`config.mk`:
```
export PLATFORM = sky130hd
export DESIGN_NAME = pdsrc_outputs
export DESIGN_NICKNAME = d
export VERILOG_FILES = /design/src/include/pdsrc_pkg.sv /design/src/design/pdsrc_outputs.sv
export SDC_FILE = /design/constraint.sdc
export NUM_CORES = 1
export LEC_CHECK = 0
export BUFFER_PORTS_ARGS = -buffer_cell sky130_fd_sc_hd__buf_2
export CORE_AREA = 8 8 99 101
export CTS_CLUSTER_SIZE = 14
export DETAILED_ROUTE_END_ITERATION = 16
export DIE_AREA = 0 0 107 109
export PLACE_DENSITY_LB_ADDON = 0.05
export SETUP_SLACK_MARGIN = 0.02
export SLEW_MARGIN = 15
export SYNTH_ARGS = -nofsm -noshare
export SYNTH_HDL_FRONTEND = slang
export SYNTH_SLANG_ARGS = --single-unit
```
`constraint.sdc`:
```
create_clock -name clk_i -period 3.4 [get_ports clk_i]
set_clock_uncertainty 0.2 [all_clocks]
set_input_delay 0.51 -clock clk_i [delete_from_list [all_inputs] [get_ports clk_i]]
set_output_delay 0.51 -clock clk_i [all_outputs]
set_load 0.01 [all_outputs]
```
`src/include/pdsrc_pkg.sv`:
```
// Shared constants and carrier types of the source power path output block
package pdsrc_pkg;
   // ***********************************************
   // Timing
   // ***********************************************
   localparam int unsigned CLK_KHZ          = 250000;
   localparam int unsigned TRANS_WINDOW_MS  = 280;
   localparam int unsigned TRANS_WINDOW_CYC = TRANS_WINDOW_MS * CLK_KHZ;
   localparam int unsigned ERR_RECOVERY_MS  = 25;
   localparam int unsigned ERR_RECOVERY_CYC = ERR_RECOVERY_MS * CLK_KHZ;
   // ***********************************************
   // Profiles and reset values
   // ***********************************************
   localparam int unsigned MAX_PROFILES   = 5;
   localparam int unsigned FLAG_COUNT     = 4;
   localparam int unsigned FIRST_FLAGGED  = 2;
   localparam logic [3:0]  FLAGS_OFF      = 4'h0;
   localparam logic        ADDR_BIT0_RST  = 1'h0;

   // Asynchronous levels from analog comparators and the strap pin
   typedef struct packed {
      logic vbus_valid;                   // Bus inside valid range
      logic vbus_present;                 // Bus voltage present
      logic vdd_uv_ok;                    // Supply above undervoltage
      logic vdd_ov_ok;                    // Supply below overvoltage
      logic addr_strap;                   // Address select pin level
   } pdsrc_sense_type;

   typedef enum logic [1:0] {
      ST_IDLE,
      ST_TRANS,
      ST_ACTIVE,
      ST_ERROR
   } pdsrc_state_type;
endpackage

```
`src/design/pdsrc_outputs.sv`:
```
// Power path, profile flag, discharge and strap logic of a PD source
// Function
// - Keep both CC pins high-impedance while reset is held.
// - Enable path only when attached and bus valid, or attached in a profile step window; open-drain, low.
// - Mirror power path pin level on a readable status bit.
// - Optional supply UVLO and OVLO independently withhold the path enable.
// - Sample address strap once after start-up, hold as address bit 0.
// - Four open-drain active-low flags mark profiles two to five selected.
// - Up to five advertised profiles may be negotiated.
// - Drive an external discharge command beside the internal discharge.
// - Bus sense gives presence and valid-range monitoring.
// - Bus leaving valid range drops connection, path, enters error recovery.
// - Suspend monitoring for a transition window; discharge on downward step.
// - Discharge on detach and during error recovery.
`timescale 1ns/1ns
`default_nettype none
module pdsrc_outputs #(
   parameter int unsigned TRANS_CYCLES = pdsrc_pkg::TRANS_WINDOW_CYC,
   parameter int unsigned ERR_CYCLES   = pdsrc_pkg::ERR_RECOVERY_CYC,
   parameter int unsigned PROFILES     = pdsrc_pkg::MAX_PROFILES
) (
   input  wire logic                      clk_i,         // 250 MHz clock
   input  wire logic                      rst_i,         // Async reset
   input  wire logic                      ce_i,          // Clock enable
   input  wire pdsrc_pkg::pdsrc_sense_type sense_i,      // Async levels
   input  wire logic                      attached_i,    // Sink attached
   input  wire logic                      contract_i,    // Contract held
   input  wire logic [2:0]                profile_i,     // Profile 1..5
   input  wire logic [2:0]                profile_cnt_i, // Advertised
   input  wire logic                      uvlo_sel_i,    // Use UVLO
   input  wire logic                      ovlo_sel_i,    // Use OVLO
   input  wire logic                      disch_en_i,    // Discharge on
   output logic                           cc_hiz_o,      // CC released
   output logic                           source_power_path_enable_n_o,
   output logic                           path_oe_o,     // Path pin drive
   output logic                           path_status_o, // Pin level bit
   output logic [3:0]                     profile_select_flag_n_o,
   output logic [3:0]                     flag_oe_o,     // Flag drive
   output logic                           external_discharge_ctrl_o,
   output logic                           internal_discharge_o,
   output logic                           i2c_addr_bit0_o, // Strap
   output logic                           connected_o,   // Link held
   output logic                           error_recovery_o // In recovery
);
   import pdsrc_pkg::*;

   localparam int TW = $clog2(TRANS_CYCLES + 1);
   localparam int EW = $clog2(ERR_CYCLES + 1);

   // ***********************************************
   // Elaboration checks
   // ***********************************************
   if (TRANS_CYCLES < 1 || ERR_CYCLES < 1 || PROFILES > MAX_PROFILES ||
       PROFILES < 1) begin : g_bad
      $error("pdsrc_outputs: unsupported parameter value");
   end

   // Flag one-hot for a profile, only if advertised in the table
   function automatic logic [3:0] flag_decode(input logic [2:0] p,
                                              input logic [2:0] cnt);
      logic [3:0] f;
      f = FLAGS_OFF;
      if (p >= 3'(FIRST_FLAGGED) && p <= cnt && p <= 3'(PROFILES)) begin
         f = 4'h1 << (p - 3'(FIRST_FLAGGED));
      end
      return f;
   endfunction

   // ***********************************************
   // Synchronisers
   // ***********************************************
   pdsrc_sense_type meta_reg, sync_reg;

   // Two stages; only sync_reg feeds logic
   always_ff @(posedge clk_i or posedge rst_i) begin
      if (rst_i) begin
         meta_reg <= '0;
         sync_reg <= '0;
      end else if (ce_i) begin
         meta_reg <= sense_i;
         sync_reg <= meta_reg;
      end
   end

   // ***********************************************
   // CC release and address strap
   // ***********************************************
   logic cc_hiz_reg, strap_wait_reg, strap_done_reg, addr_bit0_reg;

   // CC stays released until the first enabled edge after reset
   always_ff @(posedge clk_i or posedge rst_i) begin
      if (rst_i) begin
         cc_hiz_reg <= 1'b1;
      end else if (ce_i) begin
         cc_hiz_reg <= 1'b0;
      end
   end

   // Synchroniser clears in reset, so the strap waits until it has refilled
   always_ff @(posedge clk_i or posedge rst_i) begin
      if (rst_i) begin
         strap_wait_reg <= 1'b0;
         strap_done_reg <= 1'b0;
         addr_bit0_reg  <= ADDR_BIT0_RST;
      end else if (ce_i) begin
         strap_wait_reg <= !cc_hiz_reg;
         if (strap_wait_reg && !strap_done_reg) begin
            strap_done_reg <= 1'b1;
            addr_bit0_reg  <= sync_reg.addr_strap;
         end
      end
   end

   // ***********************************************
   // Connection state machine
   // ***********************************************
   pdsrc_state_type state_reg, state_next;
   logic [TW-1:0]   win_reg;
   logic [EW-1:0]   err_reg;
   logic [2:0]      prof_reg;
   logic            step_reg, down_reg, attach_win_reg;
   logic            prof_change;

   assign prof_change = contract_i && profile_i != prof_reg;

   // Next state; monitoring ignored inside the window
   always_comb begin
      state_next = state_reg;
      case (state_reg)
         ST_IDLE: begin
            if (attached_i) begin
               state_next = ST_TRANS;
            end
         end
         ST_TRANS: begin
            if (!attached_i) begin
               state_next = ST_IDLE;
            end else if (win_reg == TW'(TRANS_CYCLES - 1)) begin
               state_next = sync_reg.vbus_valid ? ST_ACTIVE
                                                : ST_ERROR;
            end
         end
         ST_ACTIVE: begin
            if (!attached_i) begin
               state_next = ST_IDLE;
            end else if (!sync_reg.vbus_valid) begin
               state_next = ST_ERROR;
            end else if (prof_change) begin
               state_next = ST_TRANS;
            end
         end
         ST_ERROR: begin
            if (err_reg == EW'(ERR_CYCLES - 1)) begin
               state_next = ST_IDLE;
            end
         end
         default: state_next = ST_IDLE;
      endcase
   end

   // State register
   always_ff @(posedge clk_i or posedge rst_i) begin
      if (rst_i) begin
         state_reg <= ST_IDLE;
      end else if (ce_i) begin
         state_reg <= state_next;
      end
   end

   // Window and recovery timers restart on every state entry
   always_ff @(posedge clk_i or posedge rst_i) begin
      if (rst_i) begin
         win_reg <= '0;
         err_reg <= '0;
      end else if (ce_i) begin
         win_reg <= (state_next == ST_TRANS && state_reg == ST_TRANS)
                    ? win_reg + 1'b1 : '0;
         err_reg <= (state_next == ST_ERROR && state_reg == ST_ERROR)
                    ? err_reg + 1'b1 : '0;
      end
   end

   // Profile tracking; a lower number is a downward voltage step
   always_ff @(posedge clk_i or posedge rst_i) begin
      if (rst_i) begin
         prof_reg       <= 3'h1;
         down_reg       <= 1'b0;
         attach_win_reg <= 1'b0;
      end else if (ce_i) begin
         if (state_reg == ST_IDLE && state_next == ST_TRANS) begin
            prof_reg       <= 3'h1;
            down_reg       <= 1'b0;
            attach_win_reg <= 1'b1;
         end else if (state_reg == ST_ACTIVE && state_next == ST_TRANS) begin
            prof_reg       <= profile_i;
            down_reg       <= profile_i < prof_reg;
            attach_win_reg <= 1'b0;
         end
      end
   end

   // ***********************************************
   // Pin drivers
   // ***********************************************
   logic path_on, vdd_ok, disch_next, disch_reg, path_reg;
   logic [3:0] flag_reg;

   // Each supply check counts only when selected
   assign vdd_ok = (!uvlo_sel_i || sync_reg.vdd_uv_ok) &&
                   (!ovlo_sel_i || sync_reg.vdd_ov_ok);
   // Profile steps bypass the range check since the bus is moving
   assign path_on = vdd_ok && attached_i &&
                    ((state_reg == ST_ACTIVE && sync_reg.vbus_valid) ||
                     (state_reg == ST_TRANS &&
                      (sync_reg.vbus_valid || !attach_win_reg)));
   assign disch_next = disch_en_i &&
                       (state_reg == ST_ERROR ||
                        (state_reg == ST_IDLE && sync_reg.vbus_present) ||
                        (state_reg == ST_TRANS && down_reg));

   // Registered pin levels
   always_ff @(posedge clk_i or posedge rst_i) begin
      if (rst_i) begin
         path_reg  <= 1'b0;
         disch_reg <= 1'b0;
         flag_reg  <= FLAGS_OFF;
      end else if (ce_i) begin
         path_reg  <= path_on;
         disch_reg <= disch_next;
         flag_reg  <= (contract_i && state_next != ST_ERROR)
                      ? flag_decode(profile_i, profile_cnt_i)
                      : FLAGS_OFF;
      end
   end

   // Open drain: level low only while driven
   assign source_power_path_enable_n_o = !path_reg;
   assign path_oe_o                    = path_reg;
   assign path_status_o                = !path_reg;
   assign profile_select_flag_n_o      = ~flag_reg;
   assign flag_oe_o                    = flag_reg;
   assign external_discharge_ctrl_o    = disch_reg;
   assign internal_discharge_o         = disch_reg;
   assign cc_hiz_o                     = cc_hiz_reg;
   assign i2c_addr_bit0_o              = addr_bit0_reg;
   assign connected_o = state_reg == ST_TRANS || state_reg == ST_ACTIVE;
   assign error_recovery_o             = state_reg == ST_ERROR;
endmodule
`default_nettype wire

```
[Word level (Yosys, flattened, before mapping)]
Cells that the tools add are included.
Storage, ports and cells
  word-level logic and storage cells: 94
  output and inout port bits: 17
  bits of input ports: 19
  register bits after elaboration: 77
Cells by class
  bitwise gates (word level): 1
  $lt $le $gt $ge: 4
  muxes and demuxes: 19
  eq/ne operators: 9
  reductions and logical operators: 34
  add/subtract/negate cells: 3
  shift operators: 1
Operator list (number)
  $add A27 B1 Y27 const B: 1
  $eq A27 B27 Y1 const B: 1
  $mux W27: 1
  $add A23 B1 Y23 const B: 1
  $eq A23 B23 Y1 const B: 1
  $mux W23: 1
  $logic_and A1 B1 Y1: 17
  $mux W2: 7
  $mux W4: 2
  $pmux W2 S4: 1
  $logic_or A1 B1 Y1: 7
  $eq A2 B2 Y1 const B: 3
  $logic_not A1 Y1: 6
  $mux W3: 2
  $mux W1: 5
  $eq A2 B1 Y1 const B: 2
  $not A4 Y4: 1
  $reduce_and A2 Y1: 2
  $shl A1 B3 Y4 const A: 1
  $ge A3 B2 Y1 const B: 1
  $le A3 B3 Y1: 1
  $le A3 B3 Y1 const B: 1
  $lt A3 B3 Y1: 1
  $ne A3 B3 Y1: 1
  other kinds (4): 4

[Longest topological paths before layout]
Gate-level depths: netlist of the first run.
  depth in word-level cells: 10
  gate-level depth with buffers: 11
  depth with buffers taken out: 9

[Least setup slack after synthesis of the first run]
Ideal clock, no wire load.
  path kind: register -> register
  start: register state_reg[1]
  end: register err_reg[8]
  path buffers: 2
  setup time: 0.069 ns
  stages on the path, launching flop included: 11
  setup slack: 0.815 ns
  required time: 3.131 ns
  period minus slack after synthesis: 2.585 ns
  data arrival time: 2.316 ns
  cell sequence: dfrtp_1 inv_1 ha_1 nand2_1 or4_4 o311ai_4 o211ai_4 and2_4 buf_6 buf_12 nor2_4
Between the ends
  cells in the longest elaborated chain, start to end: 7
  elaborated cells on any way between the ends: 15
  classes of those cells: eq/ne (4); mux (9); reduce/logical (2)
RTL lines
  start, declared: line pdsrc_outputs.sv:117  | pdsrc_state_type state_reg, state_next;
  start signal, assigned: line pdsrc_outputs.sv:166  | state_reg <= state_next;
  $mux W2: line pdsrc_outputs.sv:148  | end else if (prof_change) begin
  $mux W2: line pdsrc_outputs.sv:146  | end else if (!sync_reg.vbus_valid) begin
  $mux W2: line pdsrc_outputs.sv:144  | if (!attached_i) begin
  $pmux W2 S4: line pdsrc_outputs.sv:129  | case (state_reg)
  $eq A2 B2 Y1: line pdsrc_outputs.sv:178  | err_reg <= (state_next == ST_ERROR && state_reg == ST_ERROR)
  $logic_and A1 B1 Y1 (*): line pdsrc_outputs.sv:178
  $mux W23 (*): line pdsrc_outputs.sv:179  | ? err_reg + 1'b1 : '0;
  end signal, assigned: line pdsrc_outputs.sv:178
  end, declared: line pdsrc_outputs.sv:119  | logic [EW-1:0] err_reg;
Every way passes the cells marked *; elsewhere a longest branch is shown, timed or not.
A chain may end at the register's enable or synchronous reset.

[Worst setup path after layout of the first run]
  start: register state_reg[1]
  end: register win_reg[25]
Between the ends
  cells in the longest elaborated chain, start to end: 7
  elaborated cells on any way between the ends: 15
  classes of those cells: eq/ne (4); mux (9); reduce/logical (2)
RTL lines
  $mux W2: line pdsrc_outputs.sv:148
  $mux W2: line pdsrc_outputs.sv:146
  $mux W2: line pdsrc_outputs.sv:144
  $pmux W2 S4: line pdsrc_outputs.sv:129
  $eq A2 B1 Y1: line pdsrc_outputs.sv:176  | win_reg <= (state_next == ST_TRANS && state_reg == ST_TRANS)
  $logic_and A1 B1 Y1 (*): line pdsrc_outputs.sv:176
  $mux W27 (*): line pdsrc_outputs.sv:177  | ? win_reg + 1'b1 : '0;
  end signal, assigned: line pdsrc_outputs.sv:176
  end, declared: line pdsrc_outputs.sv:118  | logic [TW-1:0] win_reg;
Marked as above.

==> run_results.csv, run 1 <==
group,metric,value,unit
run_status,outcome,"completed",
place,port_buffers,35,
synth,synth_area,4430,um^2
drt,dr.first_iter.drc_count,114,
critical_path,crit_required,3480,ps
pwr,peakVddDrop,0.215,mV
sta,finalHoldViolations,0,
drt,drc_errors,0,
cts,path_clk_slew,80,ps
critical_path,r2r_cells,9,
floorplan,dieWidth,107,um
floorplan,placementRows,34,
synth,synth_sequential_area_ratio,43.5,%
pwr,power_density,411,nW/um^2
critical_path,cp-end-kind,"register",
synth,yosys_warnings,0,
cts,cts_tree,"done",
finish,final_nets,492,
grt,antenna_found_initial,0,
drt,drt-total-wl,8450,um
cts,postCtsHoldBufs,0,
critical_path,critical_path.startpoint_type,"register",
critical_path,reg2reg_slack,520,ps
critical_path,slowest_delay,550,ps
sta,setup_viol,0,
synth,ys_top_cells_by_area,"dfrtp_1 42%, nor2_4 7.6%, xor2_1 4.7%, ha_1 4.5%, mux2_2 3.3%",
place,pre_cts_slack,539,ps
grt,grt_max_degree,32,
floorplan,die_area,11700,um^2
pwr,p_leak,2.06,nW
synth,postSynthCellCount,417,
finish,drive_gt1_share,26.2,%
finish,largest_reg_flops,27,
pwr,power,1.99,mW
cts,cts_inserted_buffers,9,
critical_path,crit_type,"reg -> reg",
cts,cts_sinks,77,
floorplan,core_region_area,8380,um^2
drt,vias_per_cell,5.42,
cts,ctsRootBufferMaster,"clkbuf_8",
sta,finalSetupTns,0,ps
flow_run,drv_cap,0,
sta,hold_slack,3.67,ps
cts,post_cts_resized,0,
synth,synth_cell_type_count,61,
place,dp_hpwl,6100,um
finish,area_growth,9.43,%
sta,rsz0062_at_grt,"no",
synth,async_reset_ff_share,100,%
hold_path,holdCritPathClass,"in -> async",
critical_path,worstPathCellList,"inv_1, ha_1, nand2_1, or4_4, o311ai_4, o211ai_4, and2_2, buf_12, nor2_1",
drt,post_drt_wl_per_cell,14.8,um
place,place.gp.congestion,0.818,
critical_path,crit_arrival,2950,ps
synth,syn_nets,452,
drt,vias,3092,
floorplan,dieHeight,109,um
grt,grt_pass1_wl,14900,um
grt,grt_overflow,0,
sta,worstMarginPinSlew,564,ps
sta,slew_viol_final,0,
synth,synth_edf_count,0,
sta,fin_crit,2880,ps
floorplan,start_util,52.9,%
synth,syn_avg_cell_area,10.6,um^2
grt,grt_use_total,15.8,%
drt,ant_nets,0,
finish,diodes,0,
floorplan,pin_count,36,
sta,timing.slew.headroom,62.4,%
cts,clk_path_buf_depth,2,
drt,drt_first_pass_iters,6,
sta,max_freq,347,MHz
synth,yosysTopAreaCell,"dfrtp_1",
sta,setup_ws,522,ps
cts,cts_htree_levels,3,
synth,synthDominantCellAreaShare,42.4,%
synth,ys_ff_latch,77,
critical_path,cp_max_fo,23,
sta,fin_crit_sh,84.7,%
cts,cts_setup_buffers,0,
cts,clock_latency,350,ps
critical_path,critical_path.slowest_cell,"or4_4",
synth,synthFlopType,"dfrtp_1",
grt,grt_pass1_vias,3139,
-- stage by stage --
| stage | std cells | area (um^2) | util, % |
|---|---|---|---|
| 6_report | 570 | 4850 | 57.9 |
| 5_1_grt | 570 | 4850 | 57.9 |
| 4_1_cts | 570 | 4850 | 57.9 |
| 3_5_place_dp | 554 | 4680 | 55.9 |
| 3_3_place_gp | 554 | 4680 | 55.9 |
| 2_1_floorplan | 417 | 4430 | - |
-- power by group --
group          internal [mW]  switching, mW  total, mW  leakage [nW]
clock network          0.259          0.348      0.607        0.0808
registers              0.966         0.0383       1.00          1.02
logic                  0.142          0.238      0.379         0.954
total                   1.37          0.624       1.99          2.06
-- routing by layer --
metal  track usage, %  vias up  part of all wire (%)
met5                0        -                     0
met2             26.6       35                    48
met3             2.54       12                   2.5
met1             19.7     1499                    47
li1                 -     1546                     -
met4             7.24        0                   1.7
-- area by class of cell --
cell class / instances / area (um^2)
Tap cell: 108 / 135
Fill cell: 736 / 3530
Timing Repair Buffer: 41 / 233
Inverter: 27 / 101
Sequential cell: 77 / 1930
Clock inverter: 7 / 42.5
Multi-Input combinational cell: 301 / 2280
Clock buffer: 9 / 124
-- worst max-delay path: cells and delay by family, from the launching register on --
| kind | cells | cell delay (ps) |
|---|---|---|
| buf+inv | 2 | 360 |
| flops | 1 | 430 |
| compound gates | 2 | 330 |
| simple gates | 4 | 1120 |
| fa+ha+maj | 1 | 360 |
-- kinds of logic after synthesis --
| logic type | count (synthesis) | synth area share, % |
|---|---|---|
| buf+inv | 39 | 4.94 |
| simple gates | 171 | 24.5 |
| xor+xnor | 38 | 7.51 |
| fa+ha+maj | 16 | 4.52 |
| mux | 13 | 3.30 |
| flops | 77 | 43.5 |
| compound gates | 63 | 11.7 |
-- synth_stat cells (2+ instances only) --
master / n
o211ai_1: 2
nor4_1: 3
buf_4: 2
a22o_1: 9
a21oi_1: 6
o211ai_4: 3
dfrtp_1: 75
o2bb2ai_1: 3
o21a_1: 2
buf_12: 3
nor4b_1: 3
o21ai_0: 16
inv_1: 26
nand3_1: 19
xor2_1: 24
mux2_2: 13
nor3_1: 10
and3_1: 7
nor2b_1: 6
nand4_1: 15
nand2_1: 27
and4b_2: 2
nor2_4: 30
xnor2_1: 14
a31o_2: 2
buf_6: 2
o32ai_1: 5
ha_1: 16
clkbuf_1: 2
buf_1: 2
dfstp_2: 2
a21o_1: 3
nor2_1: 35
-- cell usage in the layout (no fill, tap or decap), types with 4 or more instances in the layout --
cell type  synthesis  final
nor3_1            10     10
xor2_1            24     24
o32ai_1            5      5
ha_1              16     16
dfrtp_1           75     75
and3_1             7      7
inv_1             26     25
nand3_1           19     19
buf_4              2      5
nand2_1           27     27
a21oi_1            6      6
clkinv_2           0      4
nor2_1            35     35
a22o_1             9      9
buf_2              1     35
nor2_4            30     30
nand4_1           15     15
nor2b_1            6      6
o21ai_0           16     16
clkbuf_8           0      9
mux2_2            13     13
xnor2_1           14     14
-- path summary, 6_finish.rpt --
check | from | endpoint
min in group clk_i | disch_en_i | external_discharge_ctrl_o
worst min-delay path | rst_i | win_reg[5]
worst max register to register | state_reg[1] | win_reg[25]
worst max-delay path | state_reg[1] | win_reg[25]
worst min register to register | strap_done_reg | strap_done_reg
max in group asynchronous | rst_i | prof_reg[0]
Power figures use the tool's default switching activity.
==> run 2: changes to the inputs <==
Settings changed: ABC_AREA set to 1, CORE_AREA 8 8 99 101 to 8 8 101 103, DIE_AREA 0 0 107 109 to 0 0 109 111.
Clock period 3.4 ns to 2.7 ns, I/O delays scaled along.
==> run 2 against run 1 <==
  * Via count is 20% higher
  * Non-clock buffer count is 2 higher
  * Synthesized cell count is 41% higher
  * Critical path type unchanged
  * Highest routed layer unchanged
  * Global-route usage is 0.87 points higher
  * Sequential power is 28% higher
  * Fmax is 24% higher
  * Largest power group unchanged
  * Sequential share of layout area is 1.6 points lower
  * Final cell count is 29% higher
==> run_results.csv, run 2 <==
group,metric,value,unit
cts,post_cts_resized,0,
floorplan,placementRows,34,
finish,fin_util,59.1,%
grt,antenna_found_initial,0,
hold_path,holdCritPathClass,"in -> reg",
sta,slew_viol_final,0,
synth,yosys_warnings,0,
critical_path,r2r_cells,11,
synth,syn_avg_cell_area,7.78,um^2
place,dp_hpwl,6800,um
critical_path,cp-startpoint,"win_reg[0]",
sta,fin_crit_sh,85.9,%
synth,synth_edf_count,0,
cts,clock_latency,350,ps
synth,yosysTopAreaCell,"dfrtp_1",
finish,diodes,0,
finish,mostFrequentLayoutCells,"145 x nand2_1, 78 x inv_1, 75 x dfrtp_1, 62 x nor2_1, 36 x nand3_1",
finish,area_growth,10.5,%
synth,synthDominantCellAreaShare,41.1,%
critical_path,slowest_delay,390,ps
synth,async_reset_ff_share,100,%
floorplan,die_area,12100,um^2
floorplan,dieHeight,111,um
drt,post_drt_wl_per_cell,12.9,um
drt,dr.first_iter.drc_count,215,
grt,grt_use_total,16.7,%
critical_path,crit_required,2750,ps
flow_run,drv_cap,0,
critical_path,crit_type,"reg -> reg",
critical_path,cp_common_cell,"nand2_1",
floorplan,pin_count,36,
hold_path,hold_end,"meta_reg[2]",
pwr,power_density,529,nW/um^2
synth,synth_sequential_area_ratio,42.2,%
finish,final_nets,660,
finish,fillers,802,
finish,largest_reg_flops,27,
pwr,p_leak,2.46,nW
critical_path,r2r_end,"err_reg[5]",
cts,ctsRootBufferMaster,"clkbuf_8",
sta,finalHoldViolations,0,
drt,drc_errors,0,
floorplan,start_util,53.5,%
sta,timing.slew.headroom,67.6,%
critical_path,cp-end-kind,"register",
synth,ys_ff_latch,77,
sta,fin_crit,2320,ps
critical_path,crit_arrival,2370,ps
finish,seqCellArea,1930,um^2
finish,multi_input_area,2230,um^2
synth,synth_area,4570,um^2
grt,grt_pass1_vias,3639,
run_status,outcome,"completed",
pwr,power,2.67,mW
sta,rsz0062_at_grt,"no",
synth,syn_nets,623,
hold_path,min_path_cells,3,
finish,drive_gt1_share,15.6,%
drt,drt-total-wl,9500,um
drt,drt_first_pass_iters,5,
synth,synthFlopType,"dfrtp_1",
drt,vias_per_cell,5.03,
cts,cts_inserted_buffers,9,
floorplan,core_region_area,8550,um^2
grt,grt_pass1_wl,16700,um
synth,synth_common_cells,"145 x nand2_1, 79 x inv_1, 75 x dfrtp_1, 62 x nor2_1, 36 x nand3_1",
grt,grt_overflow,0,
critical_path,critical_path.startpoint_type,"register",
synth,yosysMostFrequentCell,"nand2_1",
drt,ant_nets,0,
critical_path,regToRegStartpoint,"win_reg[0]",
synth,ys_top_cells_by_area,"dfrtp_1 41%, nand2_1 12%, inv_1 6.5%, nor2_1 5.1%, xor2_1 5.0%",
sta,finalSetupTns,0,ps
sta,setup_viol,0,
drt,vias,3714,
cts,cts_tree,"done",
floorplan,dieWidth,109,um
synth,synth_cell_type_count,39,
synth,postSynthCellCount,588,
critical_path,reg2reg_slack,380,ps
hold_path,hold_start,"sense_i[2]",
grt,grt_max_degree,78,
cts,path_clk_slew,80,ps
sta,max_freq,431,MHz
critical_path,cp_max_fo,23,
cts,cts_htree_levels,3,
cts,clk_path_buf_depth,2,
sta,worstMarginPinSlew,474,ps
finish,layout.cells.most_common,"nand2_1",
cts,cts_sinks,77,
critical_path,worstPathCellList,"ha_1, nand3_1, inv_1, nand2_1, nor2_1, nand2_1, nand2_1, nand3_2, a21oi_2, nand3_4, a21boi_0",
place,place.gp.congestion,0.863,
pwr,peakVddDrop,0.377,mV
critical_path,critical_path.slowest_cell,"dfrtp_1",
place,port_buffers,35,
-- run 2: power breakdown --
group	switching, mW	internal [mW]	leakage [nW]	total (mW)
clock	0.423	0.452	0.100	0.876
combinational	0.332	0.181	1.32	0.514
sequential	0.0538	1.23	1.04	1.28
-- run 2: what timing repair did --
action                                 in CTS  in global routing
endpoints found under the hold margin      75                  0
buffers inserted                            0                  0
hold buffers                                1                  0
-- run 2: worst max path at each step --
stage                                end  slack (ps)  cells after the start
after floorplan           attach_win_reg         130                      1
after global placement       win_reg[22]         390                     15
after detailed placement      err_reg[5]         310                     12
after CTS                     err_reg[5]         380                     11
after global routing          err_reg[9]         170                     11
final                         err_reg[5]         380                     11
-- run 2: logic make-up after synthesis --
logic type	count (synthesis)	share of synthesized area (%)
and+or+nand+nor	309	30.9
buffers and inverters	97	8.98
DFF	77	42.2
AOI/OAI and AO/OA	52	6.43
xor gates and xnor gates	37	7.09
adders and majority gates	16	4.38
-- run 2: final cells by class --
| cell class | count | area share [%] |
|---|---|---|
| multi-input cells | 414 | 44.2 |
| clock inverters | 4 | 0.966 |
| inverters | 80 | 5.94 |
| flip-flops and latches | 77 | 38.2 |
| repair buffers | 43 | 5.20 |
| well taps | 108 | 2.67 |
| clock buffers | 12 | 2.87 |
-- run 2: through the flow --
stage / std cells / area [um^2] / hold WS [ps] / worst slack [ps]
after floorplan: 588 / 4570 / 223 / 132
after global placement: 721 / 4850 / 231 / 387
after detailed placement: 721 / 4850 / 242 / 311
after CTS: 738 / 5050 / 44.4 / 384
after global routing: 738 / 5050 / 57.8 / 174
final: 738 / 5050 / 56.6 / 380
-- run 2: routing by layer --
layer  track usage (%)  routed length [um]
met5                 0                   0
met4              5.84                 157
met3              2.44                 223
met2              26.8                4390
met1              22.1                4730
-- run 2: critical path: cells and delay by family, from the launching register on --
| kind | cells | cell delay (ps) |
|---|---|---|
| buffers and inverters | 1 | 110 |
| AO/OA/AOI/OAI | 2 | 460 |
| adder cells (fa/ha/maj) | 1 | 210 |
| flip-flops | 1 | 390 |
| AND/OR/NAND/NOR | 7 | 840 |
